**config.mk**
```make
export PLATFORM = sky130hd
export DESIGN_NAME = wake_input_controller
export DESIGN_NICKNAME = d
export VERILOG_FILES = /design/src/rtl/wake_pkg.sv /design/src/rtl/wake_input_controller.sv
export SDC_FILE = /design/constraint.sdc
export NUM_CORES = 1
export LEC_CHECK = 0
export ABC_CLOCK_PERIOD_IN_PS = 5600
export BUFFER_PORTS_ARGS = -buffer_cell sky130_fd_sc_hd__buf_2
export CAP_MARGIN = 5
export CELL_PAD_IN_SITES_DETAIL_PLACEMENT = 0
export CELL_PAD_IN_SITES_GLOBAL_PLACEMENT = 1
export CORE_MARGIN = 5
export CORE_UTILIZATION = 46
export DETAILED_ROUTE_END_ITERATION = 7
export PLACE_DENSITY = 0.86
export SLEW_MARGIN = 10
export SYNTH_ARGS = -nofsm -noshare
export SYNTH_HDL_FRONTEND = slang
export SYNTH_SLANG_ARGS = --single-unit
```
**constraint.sdc**
```tcl
create_clock -name clk -period 5.6 [get_ports clk]
set_input_delay 0.84 -clock clk [delete_from_list [all_inputs] [get_ports clk]]
set_output_delay 0.84 -clock clk [all_outputs]
set_load 0.1 [all_outputs]
```
**src/rtl/wake_pkg.sv**
```systemverilog
// Constants, codes and carriers for the wake input controller
package wake_pkg;

    ////////////////////////////////////////////////////////////////////////////
    // Clock and filter timing
    localparam int          CLK_HZ         = 25_000_000;
    localparam int          CLK_MHZ        = CLK_HZ / 1_000_000;
    localparam int          FILT_SHORT_US  = 16;
    localparam int          FILT_LONG_US   = 64;
    localparam int          CNT_W          = 11;
    localparam logic [10:0] FILT_SHORT_CNT = 11'(FILT_SHORT_US * CLK_MHZ);
    localparam logic [10:0] FILT_LONG_CNT  = 11'(FILT_LONG_US * CLK_MHZ);
    localparam logic [2:0]  FAIL_COUNT_MAX = 3'h4;

    ////////////////////////////////////////////////////////////////////////////
    // Register byte addresses
    localparam logic [3:0][7:0] ADDR_BANK  = {8'h0c, 8'h08, 8'h04, 8'h00};
    localparam logic [7:0]      ADDR_EVENT = 8'h10;
    localparam logic [7:0]      ADDR_LEVEL = 8'h14;
    localparam logic [7:0]      ADDR_DEV   = 8'h18;

    ////////////////////////////////////////////////////////////////////////////
    // Field positions and reset values
    localparam int          FO_SEL_BIT  = 7;
    localparam int          FAULT_BIT   = 0;
    localparam int          SPIERR_BIT  = 1;
    localparam int          BANK_TWO    = 1;
    localparam int          BANK_FOUR   = 3;
    localparam logic [7:0]  BANK_RESET  = 8'h00;
    localparam logic        FO_SEL_RESET = 1'b0;

    ////////////////////////////////////////////////////////////////////////////
    // Field codes
    localparam logic [1:0] EN_OFF    = 2'h0;
    localparam logic [1:0] EN_ON     = 2'h1;
    localparam logic [1:0] EN_SYNC   = 2'h2;
    localparam logic [1:0] BIAS_NONE = 2'h0;
    localparam logic [1:0] BIAS_DOWN = 2'h1;
    localparam logic [1:0] BIAS_UP   = 2'h2;
    localparam logic [1:0] BIAS_AUTO = 2'h3;
    localparam logic [2:0] FILT_16   = 3'h0;
    localparam logic [2:0] FILT_64   = 3'h1;
    localparam logic [2:0] FILT_SYNC = 3'h4;
    localparam logic [1:0] OV_MODE_FAIL = 2'h3;

    ////////////////////////////////////////////////////////////////////////////
    // Types
    typedef enum logic [5:0] {
        MODE_INIT     = 6'h01,
        MODE_NORMAL   = 6'h02,
        MODE_STOP     = 6'h04,
        MODE_SLEEP    = 6'h08,
        MODE_FAILSAFE = 6'h10,
        MODE_RESTART  = 6'h20
    } mode_t;

    typedef struct packed {
        logic       fo_sel;
        logic [2:0] filt;
        logic [1:0] bias;
        logic [1:0] en;
    } wake_bank_t;

    typedef struct packed {
        logic       wd_check;
        logic       wd_fail;
        logic       tsd;
        logic       vreg_short;
        logic       vreg_ov;
        logic [1:0] ov_mode;
        logic       uv_check;
        logic       uv;
    } fail_cond_t;

endpackage

```
**src/rtl/wake_input_controller.sv**
```systemverilog
// Wake input controller: filters, status, bias, sync reuse and fail-safe output
//
// Chosen here: the address-and-strobe port and the placing of the registers.
`timescale 1ns/10ps

module wake_input_controller
    import wake_pkg::*;
(
    // Clock and reset
    input  wire logic                 clk,
    input  wire logic                 rst,
    // Register port
    input  wire logic [7:0]           addr,
    input  wire logic [7:0]           wdata,
    input  wire logic                 wr_en,
    input  wire logic                 rd_en,
    output logic      [7:0]           rdata,
    // Wake pins
    input  wire logic [3:0]           wake_input,
    output logic      [3:0]           pull_up_en,
    output logic      [3:0]           pull_down_en,
    output logic                      fail_safe_output,
    output logic                      hs_sync,
    // Device side
    input  wake_pkg::mode_t           dev_mode,
    input  wire logic                 soft_reset,
    input  wire logic [3:0]           high_side_output,
    input  wire logic                 sleep_request,
    input  wire logic                 other_wake_source,
    input  wake_pkg::fail_cond_t      fail_cond,
    output logic                      wake_irq,
    output logic                      wake_up_req,
    output logic                      sleep_grant,
    output logic                      restart_req,
    output logic                      fault_flag
);
    import wake_pkg::*;

    ////////////////////////////////////////////////////////////////////////////
    // Configuration, status and fault state
    wake_bank_t cfg_reg [4];
    logic       fo_sel_reg;
    logic       lock_reg;
    logic [3:0] evt_reg;
    logic [3:0] level_reg;
    logic       fault_reg;
    logic       spi_err_reg;
    mode_t      prev_mode_reg;
    logic [2:0] wd_cnt_reg;
    logic [2:0] uv_cnt_reg;
    logic       wd_fault_reg;
    logic       uv_fault_reg;

    ////////////////////////////////////////////////////////////////////////////
    // Decode
    logic [3:0] wr_bank;
    logic [3:0] wake_on;
    logic [3:0] bias_off;
    logic [3:0] level_now;
    logic [3:0] sampled;
    logic [3:0] cyc_mode;
    logic [3:0] sync_filt;
    logic [3:0] raw_edge;
    logic [3:0] init_kick;
    logic [3:0] evt_set;
    logic [3:0] evt_clr;
    logic [3:0] level_mask;
    logic [3:0] level_src;
    logic [3:0] pu_next;
    logic [3:0] pd_next;
    logic [7:0] bank_rd [4];

    wire sync_sel   = (cfg_reg[BANK_FOUR].en == EN_SYNC);
    wire fo_mode    = ~fo_sel_reg;
    wire mode_live  = (dev_mode == MODE_NORMAL) || (dev_mode == MODE_STOP)
                      || (dev_mode == MODE_INIT);
    wire irq_mode   = (dev_mode == MODE_NORMAL) || (dev_mode == MODE_STOP);
    wire wake_mode  = (dev_mode == MODE_SLEEP) || (dev_mode == MODE_FAILSAFE);
    wire init_exit  = (dev_mode == MODE_NORMAL) && (prev_mode_reg == MODE_INIT);
    wire wr_event   = wr_en && (addr == ADDR_EVENT);
    wire wr_dev     = wr_en && (addr == ADDR_DEV);
    wire lock_clash = wr_bank[BANK_TWO] && lock_reg && (wdata[FO_SEL_BIT] != fo_sel_reg);

    ////////////////////////////////////////////////////////////////////////////
    // Per-input front end
    genvar k;
    generate
        for (k = 0; k < 4; k++) begin : g_in
            logic             s1_reg;
            logic             s2_reg;
            logic             acc_reg;
            logic             samp_reg;
            logic             hs_prev_reg;
            logic [CNT_W-1:0] cnt_reg;

            // Sample at the end of the on-time, when the sensor supply has settled
            wire              cyclic     = (cfg_reg[k].filt != FILT_16)
                                           && (cfg_reg[k].filt != FILT_64);
            wire [CNT_W-1:0]  limit      = (cfg_reg[k].filt == FILT_64) ?
                                           FILT_LONG_CNT : FILT_SHORT_CNT;
            wire              sample_now = hs_prev_reg & ~high_side_output[k];
            wire              static_hit = !cyclic && (s2_reg != acc_reg)
                                           && (cnt_reg == limit - 11'h001);
            wire              cyc_hit    = cyclic && sample_now
                                           && (s2_reg != samp_reg);

            always_ff @(posedge clk or posedge rst) begin
                if (rst) begin
                    s1_reg      <= 1'b0;
                    s2_reg      <= 1'b0;
                    acc_reg     <= 1'b0;
                    samp_reg    <= 1'b0;
                    hs_prev_reg <= 1'b0;
                    cnt_reg     <= '0;
                end else begin
                    s1_reg      <= wake_input[k];
                    s2_reg      <= s1_reg;
                    hs_prev_reg <= high_side_output[k];
                    if (cyclic) begin
                        acc_reg <= s2_reg;
                        cnt_reg <= '0;
                    end else if (s2_reg == acc_reg) begin
                        cnt_reg <= '0;
                    end else if (static_hit) begin
                        acc_reg <= s2_reg;
                        cnt_reg <= '0;
                    end else begin
                        cnt_reg <= cnt_reg + 11'h001;
                    end
                    if (sample_now) begin
                        samp_reg <= s2_reg;
                    end
                end
            end

            assign raw_edge[k]  = static_hit | cyc_hit;
            assign level_now[k] = s2_reg;
            assign sampled[k]   = samp_reg;
            assign cyc_mode[k]  = cyclic;
            assign sync_filt[k] = (cfg_reg[k].filt == FILT_SYNC);
            assign wr_bank[k]   = wr_en && (addr == ADDR_BANK[k]);

            // Pins in use as sync input or fail output carry no bias or wake
            if (k == BANK_FOUR) begin : g_four
                assign bias_off[k] = sync_sel;
                assign wake_on[k]  = (cfg_reg[k].en == EN_ON);
            end else if (k == BANK_TWO) begin : g_two
                assign bias_off[k] = fo_mode;
                assign wake_on[k]  = (cfg_reg[k].en == EN_ON) && fo_sel_reg;
            end else begin : g_plain
                assign bias_off[k] = 1'b0;
                assign wake_on[k]  = (cfg_reg[k].en == EN_ON);
            end

            assign pu_next[k] = !bias_off[k] && ((cfg_reg[k].bias == BIAS_UP)
                                || ((cfg_reg[k].bias == BIAS_AUTO) && s2_reg));
            assign pd_next[k] = !bias_off[k] && ((cfg_reg[k].bias == BIAS_DOWN)
                                || ((cfg_reg[k].bias == BIAS_AUTO) && !s2_reg));
            assign bank_rd[k] = {(k == BANK_TWO) ? fo_sel_reg : 1'b0, cfg_reg[k][6:0]};
        end
    endgenerate

    ////////////////////////////////////////////////////////////////////////////
    // Event and level status
    // Init only tracks levels; the Init-to-Normal kick catches non-cyclic inputs already active
    assign init_kick  = init_exit ? (wake_on & ~cyc_mode & level_now) : 4'h0;
    assign evt_set    = (raw_edge & wake_on & {4{dev_mode != MODE_INIT}})
                        | init_kick;
    assign evt_clr    = wr_event ? wdata[3:0] : 4'h0;
    assign level_mask = {sync_sel, 1'b0, fo_mode, 1'b0};
    assign level_src  = (cyc_mode & sampled) | (~cyc_mode & level_now);

    ////////////////////////////////////////////////////////////////////////////
    // Failure logic
    wire wd_hit    = fail_cond.wd_check && fail_cond.wd_fail
                     && (wd_cnt_reg == FAIL_COUNT_MAX - 3'h1);
    wire uv_hit    = fail_cond.uv_check && fail_cond.uv
                     && (uv_cnt_reg == FAIL_COUNT_MAX - 3'h1);
    wire cond_now  = wd_fault_reg || uv_fault_reg || fail_cond.tsd || fail_cond.vreg_short
                     || (fail_cond.vreg_ov && (fail_cond.ov_mode == OV_MODE_FAIL));
    // Flag holds while any cause remains, so a clear cannot beat a live failure
    wire fault_next = cond_now || (fault_reg && !(wr_dev && wdata[FAULT_BIT]));
    wire only_sync = (|wake_on) && ((wake_on & sync_filt) == wake_on)
                     && !other_wake_source;

    ////////////////////////////////////////////////////////////////////////////
    // Read mux
    wire [7:0] rd_mux = (addr == ADDR_EVENT) ? {4'h0, evt_reg} :
                        (addr == ADDR_LEVEL) ? {4'h0, level_reg} :
                        (addr == ADDR_DEV)   ? {6'h00, spi_err_reg, fault_reg} :
                        wr_bank_hit(0)       ? bank_rd[0] :
                        wr_bank_hit(1)       ? bank_rd[1] :
                        wr_bank_hit(2)       ? bank_rd[2] :
                        wr_bank_hit(3)       ? bank_rd[3] : 8'h00;

    function automatic logic wr_bank_hit(input int idx);
        wr_bank_hit = (addr == ADDR_BANK[idx]);
    endfunction

    ////////////////////////////////////////////////////////////////////////////
    // Registers
    always_ff @(posedge clk or posedge rst) begin
        if (rst) begin
            for (int i = 0; i < 4; i++) begin
                cfg_reg[i] <= BANK_RESET;
            end
            fo_sel_reg  <= FO_SEL_RESET;
            lock_reg    <= 1'b0;
            evt_reg     <= 4'h0;
            spi_err_reg <= 1'b0;
        end else if (soft_reset) begin
            for (int i = 0; i < 4; i++) begin
                cfg_reg[i] <= BANK_RESET;
            end
            fo_sel_reg  <= FO_SEL_RESET;
            lock_reg    <= 1'b0;
            evt_reg     <= 4'h0;
            spi_err_reg <= 1'b0;
        end else begin
            for (int i = 0; i < 4; i++) begin
                if (wr_bank[i]) begin
                    cfg_reg[i] <= {1'b0, wdata[6:0]};
                end
            end
            if (wr_bank[BANK_TWO] && !lock_reg) begin
                fo_sel_reg <= wdata[FO_SEL_BIT];
                lock_reg   <= 1'b1;
            end
            evt_reg     <= (evt_reg & ~evt_clr) | evt_set;
            spi_err_reg <= lock_clash || (spi_err_reg && !(wr_dev && wdata[SPIERR_BIT]));
        end
    end

    always_ff @(posedge clk or posedge rst) begin
        if (rst) begin
            wd_cnt_reg   <= 3'h0;
            uv_cnt_reg   <= 3'h0;
            wd_fault_reg <= 1'b0;
            uv_fault_reg <= 1'b0;
            fault_reg    <= 1'b0;
        end else begin
            if (fail_cond.wd_check) begin
                wd_cnt_reg   <= (!fail_cond.wd_fail || wd_hit) ? 3'h0 : wd_cnt_reg + 3'h1;
                wd_fault_reg <= wd_hit || (wd_fault_reg && fail_cond.wd_fail);
            end
            if (fail_cond.uv_check) begin
                uv_cnt_reg   <= (!fail_cond.uv || uv_hit) ? 3'h0 : uv_cnt_reg + 3'h1;
                uv_fault_reg <= uv_hit || (uv_fault_reg && fail_cond.uv);
            end
            fault_reg <= fault_next;
        end
    end

    always_ff @(posedge clk or posedge rst) begin
        if (rst) begin
            prev_mode_reg    <= MODE_INIT;
            level_reg        <= 4'h0;
            pull_up_en       <= 4'h0;
            pull_down_en     <= 4'h0;
            fail_safe_output <= 1'b0;
            hs_sync          <= 1'b0;
            wake_irq         <= 1'b0;
            wake_up_req      <= 1'b0;
            sleep_grant      <= 1'b0;
            restart_req      <= 1'b0;
            rdata            <= 8'h00;
        end else begin
            prev_mode_reg    <= dev_mode;
            if (mode_live) begin
                level_reg <= level_src & ~level_mask;
            end
            pull_up_en       <= pu_next;
            pull_down_en     <= pd_next;
            fail_safe_output <= fault_next && fo_mode;
            hs_sync          <= sync_sel && level_now[BANK_FOUR];
            wake_irq         <= (|evt_set) && irq_mode;
            wake_up_req      <= (|evt_set) && wake_mode;
            sleep_grant      <= sleep_request && !only_sync;
            restart_req      <= sleep_request && only_sync;
            rdata            <= rd_en ? rd_mux : 8'h00;
        end
    end

    assign fault_flag = fault_reg;

    ////////////////////////////////////////////////////////////////////////////
    // Checks
    a_bias_default: assert property (@(posedge clk) disable iff (rst)
        (cfg_reg[0].bias == BIAS_NONE) |=> (!pull_up_en[0] && !pull_down_en[0]))
        else $error("bias none drives a current source");
    a_bias_auto: assert property (@(posedge clk) disable iff (rst)
        (cfg_reg[0].bias == BIAS_AUTO) |=>
        (pull_up_en[0] == $past(level_now[0])) && (pull_down_en[0] != $past(level_now[0])))
        else $error("automatic bias does not follow input");
    a_event_record: assert property (@(posedge clk) disable iff (rst || soft_reset)
        evt_set[0] |=> evt_reg[0])
        else $error("wake event not recorded");
    a_event_sticky: assert property (@(posedge clk) disable iff (rst)
        (evt_reg[0] && !soft_reset && !(wr_event && wdata[0])) |=> evt_reg[0])
        else $error("event status lost without clear");
    a_disabled_quiet: assert property (@(posedge clk) disable iff (rst)
        !wake_on[1] |-> !evt_set[1])
        else $error("disabled input raised an event");
    a_sync_ignored: assert property (@(posedge clk) disable iff (rst)
        sync_sel |-> !evt_set[3] ##1 (!pull_up_en[3] && !pull_down_en[3]))
        else $error("sync input kept wake or bias");
    a_level_hidden: assert property (@(posedge clk) disable iff (rst)
        (sync_sel && $past(sync_sel) && fo_mode && $past(fo_mode)) |-> (!level_reg[3] && !level_reg[1]))
        else $error("hidden level reported");
    a_lock_error: assert property (@(posedge clk) disable iff (rst)
        (lock_clash && !soft_reset) |=> (spi_err_reg && $stable(fo_sel_reg)))
        else $error("locked select changed or no error");
    a_fail_on: assert property (@(posedge clk) disable iff (rst)
        (cond_now && fo_mode) |=> (fail_safe_output && fault_reg))
        else $error("failure did not drive fail output");
    a_sleep_refuse: assert property (@(posedge clk) disable iff (rst)
        (sleep_request && only_sync) |=> (restart_req && !sleep_grant))
        else $error("sleep not refused with only sync source");
    a_init_kick: assert property (@(posedge clk) disable iff (rst || soft_reset)
        (init_exit && wake_on[0] && !cyc_mode[0] && level_now[0]) |=> (evt_reg[0] && wake_irq))
        else $error("init exit did not flag active input");

endmodule

```
# Word level (Yosys, flattened, before mapping)
# Cells that the tools add are included.
[classes] reduce_logical=119 n_eq_ne=67 add_sub_neg=10 mul=0 muxes=51 shifts=0 n_div=0 bitwise_logic=28 n_lt_le_gt_ge=0
[ops] cell="$mux 11" n=16
[ops] cell="$mux 8" n=9
[ops] cell="$logic_and 1x1->1" n=62
[ops] cell="$add 11x1->11 const B" n=4
[ops] cell="$eq 11x11->1" n=4
[ops] cell="$sub 11x1->11 const B" n=4
[ops] cell="$and 4x4->4" n=9
[ops] cell="$mux 31" n=1
[ops] cell="$eq 8x5->1 const B" n=3
[ops] cell="$logic_or 1x1->1" n=21
[ops] cell="$mux 7" n=3
[ops] cell="$eq 2x2->1 const B" n=10
[ops] cell="$reduce_bool 2->1" n=9
[ops] cell="$mux 1" n=17
[ops] cell="$eq 2x1->1 const B" n=8
[ops] cell="$eq 8x4->1 const B" n=2
[ops] cell="$logic_not 1->1" n=16
[ops] cell="$eq 3x1->1 const B" n=4
[ops] cell="$eq 3x3->1 const B" n=4
[ops] cell="$eq 6x1->1 const B" n=2
[ops] cell="$mux 4" n=3
[ops] cell="$ne 3x1->1 const B" n=4
[ops] cell="$not 4->4" n=3
[ops] cell="$or 4x4->4" n=3
[ops] cell="other kinds (20)" n=54
[totals] rom_bits=0 latchBits=0 out_inout_bits=23 wordCells=331 mem_count=0 ram_bits=0 reg_bits=140

# Depth between registers and ports, before layout
# Gate-level depths: netlist of run 1.
[depth] depth_word=11 mapped_depth=7

# Worst setup path after synthesis of run 1
# Ideal clock, no wire load.
[synth_timing] path_kind="in2reg" from="input addr[0]" to="register fo_sel_reg" path_slack_ns=3.121 arrival_time_ns=2.348 setup_time_ns=0.131 cell_stages=6 cell_sequence="or4_1 > nor3_2 > nand3_1 > clkbuf_1 > o21ai_0 > a21oi_1"
[synth_via] elab_chain_len=4
[synth_rtl] item="start, declared" line="wake_input_controller.sv:13" text="input wire logic [7:0] addr,"
[synth_rtl] item="$eq 8x3->1" line="wake_input_controller.sv:141" text="assign wr_bank[k] = wr_en && (addr == ADDR_BANK[k]);"
[synth_rtl] item="$logic_and 1x1->1" line="wake_input_controller.sv:141"
[synth_rtl] item="$logic_and 1x1->1" line="wake_input_controller.sv:225" text="if (wr_bank[BANK_TWO] && !lock_reg) begin"
[synth_rtl] item="$reduce_bool 2->1 (no source line)"
[synth_rtl] item="end signal, assigned" line="wake_input_controller.sv:226" text="fo_sel_reg <= wdata[FO_SEL_BIT];"
[synth_rtl] item="end, declared" line="wake_input_controller.sv:42" text="logic fo_sel_reg;"
# Every way passes these cells.
# A chain may end at the register's enable or synchronous reset.

# Worst setup path in the final report of run 1
[layout_timing] from="input addr[0]" to="register spi_err_reg"
[layout_via] elab_chain_len=7 word_cells_on_any_way=11 cone_classes="eq/ne: 2; mux: 1; reduce/logical: 8"
[layout_rtl] item="$eq 8x5->1" line="wake_input_controller.sv:81" text="wire wr_dev = wr_en && (addr == ADDR_DEV);"
[layout_rtl] item="$logic_and 1x1->1" line="wake_input_controller.sv:81"
[layout_rtl] item="$logic_and 1x1->1" line="wake_input_controller.sv:230" text="spi_err_reg <= lock_clash || (spi_err_reg && !(wr_dev && wdata[SPIERR_BIT]));"
[layout_rtl] item="$logic_not 1->1" line="wake_input_controller.sv:230"
[layout_rtl] item="$logic_and 1x1->1" line="wake_input_controller.sv:230"
[layout_rtl] item="$logic_or 1x1->1 (*)" line="wake_input_controller.sv:230"
[layout_rtl] item="$mux 1 (*)" line="wake_input_controller.sv:211" text="end else if (soft_reset) begin"
[layout_rtl] item="end signal, assigned" line="wake_input_controller.sv:230"
[layout_rtl] item="end, declared" line="wake_input_controller.sv:47" text="logic spi_err_reg;"
# Every way passes the cells marked *; elsewhere a longest branch is shown, timed or not.

==> run summary, run 1 <==
Counting flops with an async set or reset pin after synthesis yields a share of 100%. The signal on the critical path passes through buf_2 -> or4_1 -> nor3_2 -> nand3_1 -> nor3_1 -> a21oi_1 -> nor2_1. The worst setup path is captured at a register. The post-synthesis cell type count is 54. The number of max-cap violations is 0. The most used flip-flop cell after synthesis is sky130_fd_sc_hd__dfrtp_1. The static leakage is 3.61 nW.

Setup repair after global routing left no endpoint under its margin. sky130_fd_sc_hd__dfrtp_1 takes more of the synthesized area than any other cell. IR analysis of the VDD net gives a maximum drop of 0.000226 V. The netlist area before placement came out at 0.00647 mm².

In this run the mean area of a mapped cell was 10.4 µm². The number of storage elements in the synthesis netlist is 140. Wires add up to 14700 µm.

The portion of netlist area occupied by mux cells is 7.41%. The post-cts resize count came out at 0. The endpoint of the most critical register-to-register path is wake_irq$_DFF_PP0_. sky130_fd_sc_hd__dfrtp_1 is the most common cell in the netlist. In this run the critical register-to-register path is launched from g_in[0].cnt_reg[4]$_DFF_PP0_. The number of violations reported at the end of detailed-routing iteration 0 is 433.

For this run, the share of the core covered by cells in the final layout is 54.8%. The kind of launch point of the worst setup path is an input port. For the final database, setup skew stands at 0.00459 ns. The post-layout net count came out at 747. The critical path in this run is classified as input port to register. The register-to-register setup slack is 3.20 ns. The simple-gate area share of the yosys netlist is 20.2%.

The number of warnings printed during yosys synthesis came out at 0. The number of nets produced by synthesis came out at 674. The total net switching power came out at 0.531 mW. The cell sitting at the root of the clock tree is a sky130_fd_sc_hd__clkbuf_16. Once detail routing completed, the nets flagged for antenna violations numbered 0.

The pre-CTS setup slack is 2.47 ns. The post-layout minimum cycle time came out at 2.79 ns. The area share of xor/xnor cells in the synthesized design came out at 5.96%. The sequential group share of total power came out at 46.0%. The cell count after placement is 854. The maximum net fanout on the critical path is 11. The pin count of the biggest net entering global routing came out at 86.

Dividing the detail-routed wire length by the instance count gives 16.6 µm. The run finished with clean final reports. The number of buffers and inverters on the critical path is 1. The number of instances in the synthesized netlist came out at 620. The first global-routing pass estimated 24500 µm of wire. The number of hold-repair buffers added at the cts stage is 0. The number of buffers on the longest clock path came out at 2. The register with the most flip-flops in the layout has 44 of them. The number of antenna violations at the first check in global routing was 0. The number of top-level pins came out at 69. CTS built an H-tree with a depth of 4. The power share of the combinational group is 6.5%. The starting density of the core is 46.8%. The total setup buffers inserted after CTS is 0. The repair_antennas step left the layout with diodes totalling 0.

Clock tree synthesis found a total of 140 sinks. The area growth from synthesis to layout is 17.1%. The final setup TNS came out at 0 ns. The clock network power share came out at 47.5%. Grouping stages by cell kind, the critical path spends the most delay in simple AND/OR/NAND/NOR gates. The switching part of the total came out at 22.5%. The fraction of the cycle the final worst path needs came out at 49.8%. The number of DRC violations after detailed routing came out at 0. The worst hold path terminates at g_in[1].s2_reg$_DFF_PP0_. Clock-pin slew was measured on the worst setup and hold paths at 0.05 ns. The height of the chip is 129 µm. The floorplan die width came out at 129 µm.

The worst-case reg-to-reg path depth is 6. The total power density per cell area is 312 mW/mm². The final setup violation count came out at 0. The placed wire-length estimate after detailed placement is 10500 µm.

The die covers 0.0165 mm². The total vias in the final route is 4843. The adder-cell share of the synthesized area came out at 1.55%.

The internal power contribution came out at 1.83 mW. The tightest hold path in the finished design has a slack of 0.347 ns. The core footprint is 0.0138 mm².

The number of cells on the worst hold path came out at 0. The number of failing hold endpoints at the final stage is 0. The first detailed-routing pass ran for 7 iterations. Across all setup checks in the final design, the least slack found is 2.81 ns.

The arrival time of the worst setup path came out at 3.14 ns. The share of the yosys chip area belonging to registers came out at 54.2%. The last weighted congestion value of the routability-driven placer is 0.877. Summing the areas of all compound-gate instances in the mapped netlist gives 8.43% of the synthesized area.

The final standard cell count with taps included and fillers excluded is 886. The post-detailed-route via-to-cell ratio came out at 5.47. The number of CTS-inserted buffers is 17.

The biggest cell delay along the critical path is 0.62 ns. The relative slew slack came out at 48.7%. The number of buffers added on ports is 68. The number of rows in the core area is 43. The worst-path cell with the longest stage delay is sky130_fd_sc_hd__nand3_1. The later pin in the worst-skew pair is clocked with a latency of 0.42 ns. The fmax is 358 MHz. By area the synthesized netlist is led by sky130_fd_sc_hd__dfrtp_1, sky130_fd_sc_hd__nor2_1, sky130_fd_sc_hd__mux2i_1. The number of slew-limit violations in the final report was 0. The total grt overflow came out at 0. Global routing used 19.1% of the available tracks across all layers. In this run the most critical hold path is launched from g_in[1].s1_reg$_DFF_PP0_. The tightest min-delay check is of the register to register type.

At the worst endpoint, the required time is 5.94 ns. The post-route netlist has 15.9% of its cells at a drive strength greater than 1. The via count of the first global-routing pass is 4946.

The count of flip-flops with a built-in enable after synthesis came out at 0. The CTS tree is yes. After synthesis, the largest family of logic cells by area is simple AND/OR/NAND/NOR gates. The fraction of post-synthesis cell area in the top cell type by area came out at 53.8%. In the synthesized netlist, the cells that appear most often are sky130_fd_sc_hd__dfrtp_1, sky130_fd_sc_hd__nor2_1, sky130_fd_sc_hd__nand2_1. For the pin with the worst max-slew slack, the measured transition is 0.769 ns.
layer usage:
metal | track usage, % | routed length, µm | vias to the layer above
met1 | 25.6 | 6600 | 2374
met4 | 8.09 | 298 | 0
li1 | - | - | 2316
met3 | 4.48 | 793 | 23
met5 | 0 | 0 | -
met2 | 29.8 | 7050 | 130
cell usage in the layout (no fill, tap or decap), drive strengths merged, types with 5 or more instances in the layout:
| master | count |
|---|---|
| o21ai | 16 |
| inv | 24 |
| nor4 | 9 |
| clkbuf | 25 |
| nor2 | 101 |
| xnor2 | 28 |
| a21oi | 24 |
| dfrtp | 139 |
| ha | 8 |
| nand4 | 9 |
| nor3 | 13 |
| and2 | 5 |
| mux4 | 6 |
| xor2 | 16 |
| buf | 69 |
| and3 | 9 |
| mux2i | 31 |
| o22ai | 7 |
| nor2b | 8 |
| nand3 | 21 |
| nand2 | 49 |
| or4 | 9 |
| or3 | 5 |
| nand2b | 16 |
power groups by stage:
stage | clock network [mW] | registers, mW | logic (mW)
after CTS | 1.15 | 1.09 | 0.157
after detailed placement | 0 | 1.10 | 0.156
final | 1.12 | 1.09 | 0.154
after global routing | 1.19 | 1.09 | 0.178
after floorplan | 0 | 1.10 | 0.102
after global placement | 0 | 1.10 | 0.149
worst max path at each step:
stage          startpoint                      to  slack, ns  cells after the start
4_1_cts           addr[0]  fo_sel_reg$_DFFE_PP0P_       2.87                      6
3_3_place_gp      addr[0]  fo_sel_reg$_DFFE_PP0P_       2.52                      6
5_1_grt           addr[0]  fo_sel_reg$_DFFE_PP0P_       2.72                      6
6_report          addr[0]   spi_err_reg$_DFF_PP0_       2.81                      7
2_1_floorplan         rst  bank_rd[0]$_DFFE_PP0P_       1.01                      1
3_5_place_dp      addr[0]  fo_sel_reg$_DFFE_PP0P_       2.47                      6
cell families after synthesis:
kind of cell / Yosys count
xor+xnor: 44
compound gates: 82
simple gates: 267
fa+ha+maj: 8
buf+inv: 39
mux: 40
flops: 140
layout make-up:
type	instances	area, µm²
repair buffers	69	348
multi-input cells	441	2820
fillers	1196	6250
inverters	24	95.1
clock inverters	7	113
clock buffers	25	475
well taps	180	225
flip-flops and latches	140	3500
through the flow:
step / area [µm²] / power (mW)
global placement: 6990 / 1.25
global route: 7580 / 2.46
floorplan: 6470 / 1.20
finish: 7580 / 2.37
CTS: 7580 / 2.39
detailed placement: 6990 / 1.26
Note: power is estimated with default switching activity, not from simulation.
==> inputs of run 2 (changes only) <==
ABC_CLOCK_PERIOD_IN_PS = 2400   (was 5600)
CORE_UTILIZATION = 42   (was 46)
PLACE_DENSITY = 0.83   (was 0.86)
clock period = 2.4 ns   (was 5.6 ns; I/O delays follow)
==> run summary, run 2 (same netlist as run 1, synthesis figures left out) <==
The run finished with clean final reports. Setup repair after global routing left no endpoint under its margin. The cell class contributing the biggest share of worst-path delay is compound AO/OA/AOI/OAI gates. The signed area change from the synthesized netlist to the final layout came out at 18.1%.

The placed wire-length estimate after detailed placement came out at 10700 µm (+2.4%). Clock tree synthesis selected as its root buffer the cell sky130_fd_sc_hd__clkbuf_16. The post-detailed-route via-to-cell ratio is 5.46 (-0.11%). The post-cts resize count is 0 (unchanged).

The proportion of layout cells with a drive suffix above 1 is 16.9% (+1.0 points). The relative slew slack came out at 42.3% (-6.5 points). The buffer and inverter count on the worst path came out at 0 (-1). The via count of the first global-routing pass is 4967 (+0.42%). The type of the worst min-delay path is input port to register. The number of detailed-route iterations in the first pass is 5 (-2).

The number of buffers added on ports is 68 (unchanged). By instance count, the cell type seen most on the critical path is sky130_fd_sc_hd__a211o_1. The post-layout minimum cycle time is 2.28 ns. The number of buffers on the longest clock path is 2 (unchanged).

The number of slew-limit violations in the final report came out at 0 (unchanged). The area of the die is 0.0180 mm² (+8.8%). The signal on the critical path passes through or4_1 -> a211o_1 -> a211o_1 -> o41ai_2 -> a311oi_1 -> a21oi_1.

The number of levels the H-tree was split into came out at 4 (unchanged). The number of antenna violations at the first check in global routing came out at 0 (unchanged). The total power density per cell area came out at 719 mW/mm² (+130%). The static leakage came to 3.64 nW (+0.77%). The number of flip-flops under the largest register name came out at 44 (unchanged). The critical path required time is 2.74 ns (-3.20 ns).

The number of top-level pins is 69 (unchanged). The global-route wire length before repair is 25100 µm (+2.3%). In the layout the commonest cells are sky130_fd_sc_hd__dfrtp_1, sky130_fd_sc_hd__nor2_1, sky130_fd_sc_hd__buf_2. The final setup TNS is 0 ns (unchanged). The height of the chip came out at 134 µm (+4.3%). The starting density of the core is 42.7% (-4.1 points). The area of combinational cells with multiple inputs is 0.00282 mm² (unchanged). The number of antenna-violating nets in the routed design was 0 (unchanged). The number of rows in the core area is 45 (+4.7%). The number of DRC violations after detailed routing is 0 (unchanged). The pin count of the biggest net entering global routing was 141 (+64%).

The number of CTS-inserted buffers was 17 (unchanged). The area used by sequential logic in the layout is 0.00350 mm² (unchanged). Among all stages on the critical path, the largest delay is contributed by sky130_fd_sc_hd__or4_1. The worst slack on hold paths was 0.0473 ns (-0.300 ns). The number of failing hold endpoints at the final stage came out at 0 (unchanged). The biggest cell delay along the critical path came out at 0.51 ns (-0.11 ns). The clock slew seen by the registers of the worst setup and hold paths came to 0.06 ns (about the same).

The count of clock tree sinks came out at 140 (unchanged). The total setup buffers inserted after CTS came to 0 (unchanged). The floorplan die width was 134 µm (+4.3%). The fraction of the cycle the final worst path needs came out at 94.9%. The register-to-register setup slack is 0.12 ns (-3.08 ns). The global-route total usage across every layer is 17.6% (-1.4 points). The last weighted congestion value of the routability-driven placer is 0.868 (-1.0%). The worst-margin pin slew came out at 0.866 ns (+0.0969 ns).

Derived from the worst setup path, the maximum achievable clock frequency is 439 MHz. The number of max-cap violations came to 0 (unchanged). The filler cell count in the final layout is 1345 (+12%). The worst setup path is launched from a register. The total grt overflow is 0 (unchanged). The worst setup path is captured at a register. The number of hold-repair buffers added at the cts stage is 0 (unchanged). Leaving out fill and tap cells, the most frequent cell in the layout is sky130_fd_sc_hd__dfrtp_1. The maximum net fanout on the critical path is 5 (-6). The core footprint was 0.0151 mm² (+9.5%). The type of the setup path with the least slack is register to register. The clock latency at the later pin of the worst-skew pair is 0.42 ns (about the same). The arrival time of the worst setup path came out at 2.62 ns (-0.52 ns). The post-layout net count is 753 (+0.80%).

The total vias in the final route came out at 4903 (+1.2%). The number of inserted diodes came to 0 (unchanged). The maximum vdd ir drop was 0.000503 V (+120%). The final setup violation count is 0 (unchanged). The CTS tree is yes.

The number of violations reported at the end of detailed-routing iteration 0 came out at 338 (-22%). The total routed wirelength came to 15000 µm (+1.8%). The setup clock skew after layout is 0.00800 ns (+0.00341 ns). The average detailed-routed wire length per instance is 16.7 µm (+0.44%).
-- run 2: changes by cell type in the layout (fill, tap and decap cells not counted), sizes merged --
cell,delta
clkinv,-1
buf,+6
clkinvlp,+2
bufinv,-1
inv,-1
clkbuf,-1
-- run 2: power by group --
part | switching [mW] | total (mW) | internal (mW)
Combinational | 0.227 | 0.366 | 0.139
Sequential | 0.0757 | 2.53 | 2.46
Clock | 0.945 | 2.60 | 1.65
Total | 1.25 | 5.50 | 4.25
-- run 2: worst paths after layout --
path / start / to / cells after the start
max: g_in[0].cnt_reg[5]$_DFF_PP0_ / wake_irq$_DFF_PP0_ / 6
min reg2reg: g_in[3].s1_reg$_DFF_PP0_ / g_in[3].s2_reg$_DFF_PP0_ / 0
max reg2reg: g_in[0].cnt_reg[5]$_DFF_PP0_ / wake_irq$_DFF_PP0_ / 6
max in group asynchronous: rst / bank_rd[13]$_DFFE_PP0P_ / 3
min: wake_input[3] / g_in[3].s1_reg$_DFF_PP0_ / 1
min in group asynchronous: rst / g_in[3].cnt_reg[1]$_DFF_PP0_ / 3
-- run 2: per-stage QoR --
| stage | power (mW) | instances | instance area (µm²) | worst slack, ns | utilization [%] |
|---|---|---|---|---|---|
| after global routing | 5.72 | 898 | 7640 | 0.0169 | 50.5 |
| final | 5.50 | 898 | 7640 | 0.122 | 50.5 |
| after detailed placement | 2.95 | 868 | 7050 | 0.144 | 46.6 |
| after floorplan | 2.80 | 620 | 6470 | 0.265 | - |
| after CTS | 5.55 | 898 | 7640 | 0.132 | 50.5 |
| after global placement | 2.92 | 868 | 7050 | 0.192 | 46.6 |
-- run 2: area by class of cell --
class,instances,share of cell area [%]
Multi-Input combinational cell,441,36.8
Clock buffer,24,6.57
Sequential cell,140,45.9
Inverter,24,1.23
Clock inverter,6,1.11
Tap cell,188,3.08
Timing Repair Buffer,75,5.31
-- run 2: metal layers --
metal / vias to the layer above / share of wire [%] / GRT usage [%]
li1: 2327 / - / -
met5: - / 0 / 0
met3: 28 / 6.4 / 5.21
met1: 2389 / 44 / 23.4
met4: 0 / 2.2 / 6.67
met2: 159 / 47 / 27.5
-- run 2: worst reg2reg max path, stage by stage, from the launching register on --
cell and delay [ns]:
sky130_fd_sc_hd__dfrtp_1 0.42, sky130_fd_sc_hd__or4_1 0.51, sky130_fd_sc_hd__a211o_1 0.24, sky130_fd_sc_hd__a211o_1 0.33, sky130_fd_sc_hd__o41ai_2 0.40, sky130_fd_sc_hd__a311oi_1 0.12, sky130_fd_sc_hd__a21oi_1 0.18
==> inputs of run 3 (changes only) <==
HOLD_SLACK_MARGIN = 0.03   (was unset)
PLACE_DENSITY = unset   (was 0.83)
PLACE_DENSITY_LB_ADDON = 0.05   (was unset)
==> run summary, run 3 (same netlist as run 1, synthesis figures left out) <==
The run finished with clean final reports. The number of violations reported at the end of detailed-routing iteration 0 is 323 (-4.4%). The buffer and inverter count on the worst path is 0 (unchanged). The number of buffers added on ports came to 68 (unchanged).

The core footprint is 0.0151 mm² (unchanged). The master cell of the clock root buffer is sky130_fd_sc_hd__clkbuf_16. The total routed wirelength is 15500 µm (+3.3%). The post-layout minimum cycle time came to 2.12 ns (-0.154 ns).

The count of clock tree sinks is 140 (unchanged). The final setup TNS is 0 ns (unchanged). The number of cells on the worst hold path came out at 1 (unchanged).

The kind of cell with the highest combined delay along the critical path is compound AO/OA/AOI/OAI gates. The endpoint identified for the worst register-to-register timing path is wake_irq$_DFF_PP0_. The number of DRC violations after detailed routing came out at 0 (unchanged).

The slowest stage of the critical path is the sky130_fd_sc_hd__or4_1 cell. The number of CTS-inserted buffers came out at 17 (unchanged). The height of the chip came out at 134 µm (unchanged). The library cell used most frequently in the layout, excluding fill and tap cells, is sky130_fd_sc_hd__dfrtp_1.

The area used by sequential logic in the layout is 0.00350 mm² (unchanged). The number of top-level pins is 69 (unchanged). The power after layout is 5.41 mW (-1.5%). The clock latency at the later pin of the worst-skew pair came out at 0.42 ns (about the same). The most numerous cell on the critical path is sky130_fd_sc_hd__a211o_1. The pre-CTS setup slack came out at 0.103 ns (-0.0417 ns). The signed area change from the synthesized netlist to the final layout is 19.0%. The startpoint identified for the worst hold timing path is high_side_output[2]. The starting density of the core came out at 42.7% (unchanged).

The setup clock skew after layout came to 0.00819 ns (+0.000192 ns). The arrival time of the worst setup path came out at 2.46 ns (-0.16 ns). The number of rows in the core area is 45 (unchanged). The placed wire-length estimate after detailed placement came out at 11200 µm (+4.7%). The min-delay analysis places its worst path in the category input port to register.

The final worst slack came out at 0.276 ns (+0.154 ns). Setup repair after global routing left no endpoint under its margin. The fmax came to 471 MHz (+7.2%). The register-to-register setup slack came out at 0.28 ns (+0.15 ns).

The via count of the first global-routing pass came out at 4945 (-0.44%). The library cells used most frequently in the layout, excluding fill and tap cells, are sky130_fd_sc_hd__dfrtp_1, sky130_fd_sc_hd__nor2_1, sky130_fd_sc_hd__buf_2. The total vias in the final route came to 4834 (-1.4%). The worst setup path is launched from a register. TritonCTS built the clock tree. The total grt overflow is 0 (unchanged). The number of flip-flops under the largest register name came out at 44 (unchanged).

The post-detailed-route via-to-cell ratio came out at 5.32 (-2.5%). The worst-margin pin slew came out at 0.708 ns (-0.157 ns). The filler cell count in the final layout is 1379 (+2.5%). The relative slew slack came out at 52.8% (+10 points). The biggest cell delay along the critical path came out at 0.47 ns (-0.04 ns). The area of combinational cells with multiple inputs is 0.00283 mm² (+0.40%).

The post-layout net count is 763 (+1.3%). The proportion of layout cells with a drive suffix above 1 is 17.4% (+0.46 points). The floorplan die width is 134 µm (unchanged). The number of antenna violations at the first check in global routing is 0 (unchanged). The number of buffers on the longest clock path was 2 (unchanged).

The last weighted congestion value of the routability-driven placer came out at 0.821 (-5.4%). The static leakage came out at 3.65 nW (+0.31%). The number of detailed-route iterations in the first pass came to 7 (+2). The total power density per cell area is 703 mW/mm² (-2.3%). The global-route total usage across every layer came out at 18.2% (+0.61 points).

The number of inserted diodes came out at 0 (unchanged). The number of failing hold endpoints at the final stage came out at 0 (unchanged). The average detailed-routed wire length per instance is 17.1 µm (+2.2%).

The maximum vdd ir drop was 0.000483 V (-3.9%). The number of levels the H-tree was split into is 4 (unchanged). The number of max-cap violations came out at 0 (unchanged). The global-route wire length before repair was 25700 µm (+2.5%). The critical path required time is 2.74 ns (about the same). The clock slew seen by the registers of the worst setup and hold paths is 0.06 ns (about the same). Walking the worst path, the cells encountered are or4_1 -> a211o_1 -> a211o_1 -> o41ai_4 -> a311oi_1 -> a21oi_1.

STA classifies the critical path endpoint as a register. The maximum net fanout on the critical path came out at 4 (-1). The pin count of the biggest net entering global routing came out at 49 (-65%). The area of the die is 0.0180 mm² (unchanged). The number of slew-limit violations in the final report came to 0 (unchanged). In this run the critical register-to-register path is launched from g_in[0].cnt_reg[9]$_DFF_PP0_.

The number of antenna-violating nets in the routed design was 0 (unchanged). The type of the setup path with the least slack is register to register. The fraction of the cycle the final worst path needs came out at 88.5% (-6.4 points). For hold timing, the worst endpoint is g_in[2].hs_prev_reg$_DFF_PP0_. The final setup violation count came to 0 (unchanged). The worst-case reg-to-reg path depth is 6 (unchanged).
## run 3: cell count changes in the layout (fill, tap and decap cells not counted), moves of 4 or more
cell	delta
sky130_fd_sc_hd__clkbuf_8	-5
sky130_fd_sc_hd__clkinvlp_4	+4
sky130_fd_sc_hd__buf_4	+6
sky130_fd_sc_hd__dlygate4sd3_1	+5
## run 3: final cells by class
| class | instances | share of cell area (%) |
|---|---|---|
| Tap cell | 188 | 3.06 |
| Clock inverter | 11 | 1.61 |
| Inverter | 24 | 1.22 |
| Sequential cell | 140 | 45.5 |
| Clock buffer | 19 | 5.62 |
| Multi-Input combinational cell | 441 | 36.7 |
| Timing Repair Buffer | 85 | 6.24 |
## run 3: repair_timing
action | CTS | global route
resized for setup | 0 | 1
setup buffers | 0 | 0
hold buffers | 5 | 0
hold endpoints to repair | 5 | 0
setup endpoints to repair | 0 | 2
## run 3: worst max path at each step
stage	endpoint	depth (start not counted)	from	slack, ns
after floorplan	wake_irq$_DFF_PP0_	6	g_in[0].cnt_reg[4]$_DFF_PP0_	0.26
final	wake_irq$_DFF_PP0_	6	g_in[0].cnt_reg[9]$_DFF_PP0_	0.28
after CTS	wake_irq$_DFF_PP0_	6	g_in[0].cnt_reg[5]$_DFF_PP0_	0.11
after global placement	wake_irq$_DFF_PP0_	8	dev_mode[3]	0.20
after global routing	wake_irq$_DFF_PP0_	6	g_in[0].cnt_reg[5]$_DFF_PP0_	0.13
after detailed placement	wake_irq$_DFF_PP0_	8	dev_mode[3]	0.10
## run 3: routing by layer
| layer | vias to the layer above | routed length (µm) | share of wire, % | GRT usage [%] |
|---|---|---|---|---|
| met3 | 14 | 915 | 5.9 | 4.58 |
| met2 | 117 | 7000 | 45 | 27.2 |
| li1 | 2349 | - | - | - |
| met1 | 2354 | 7420 | 48 | 26.5 |
| met4 | 0 | 174 | 1.1 | 5.32 |
| met5 | - | 0 | 0 | 0 |
## run 3: where the power goes
part / switching, mW / total [mW] / internal [mW]
logic: 0.230 / 0.375 / 0.145
clock network: 0.993 / 2.50 / 1.51
registers: 0.0747 / 2.53 / 2.46
total: 1.30 / 5.41 / 4.12
## run 3: through the flow
| step | instance area [µm²] | util (%) | hold WS [ns] | std cells |
|---|---|---|---|---|
| 4_1_cts | 7690 | 50.7 | 0.0395 | 908 |
| 3_3_place_gp | 7080 | 46.7 | 0.243 | 873 |
| 6_report | 7700 | 50.8 | 0.0618 | 908 |
| 3_5_place_dp | 7080 | 46.7 | 0.242 | 873 |
| 2_1_floorplan | 6470 | - | 0.331 | 620 |
| 5_1_grt | 7700 | 50.8 | 0.0475 | 908 |
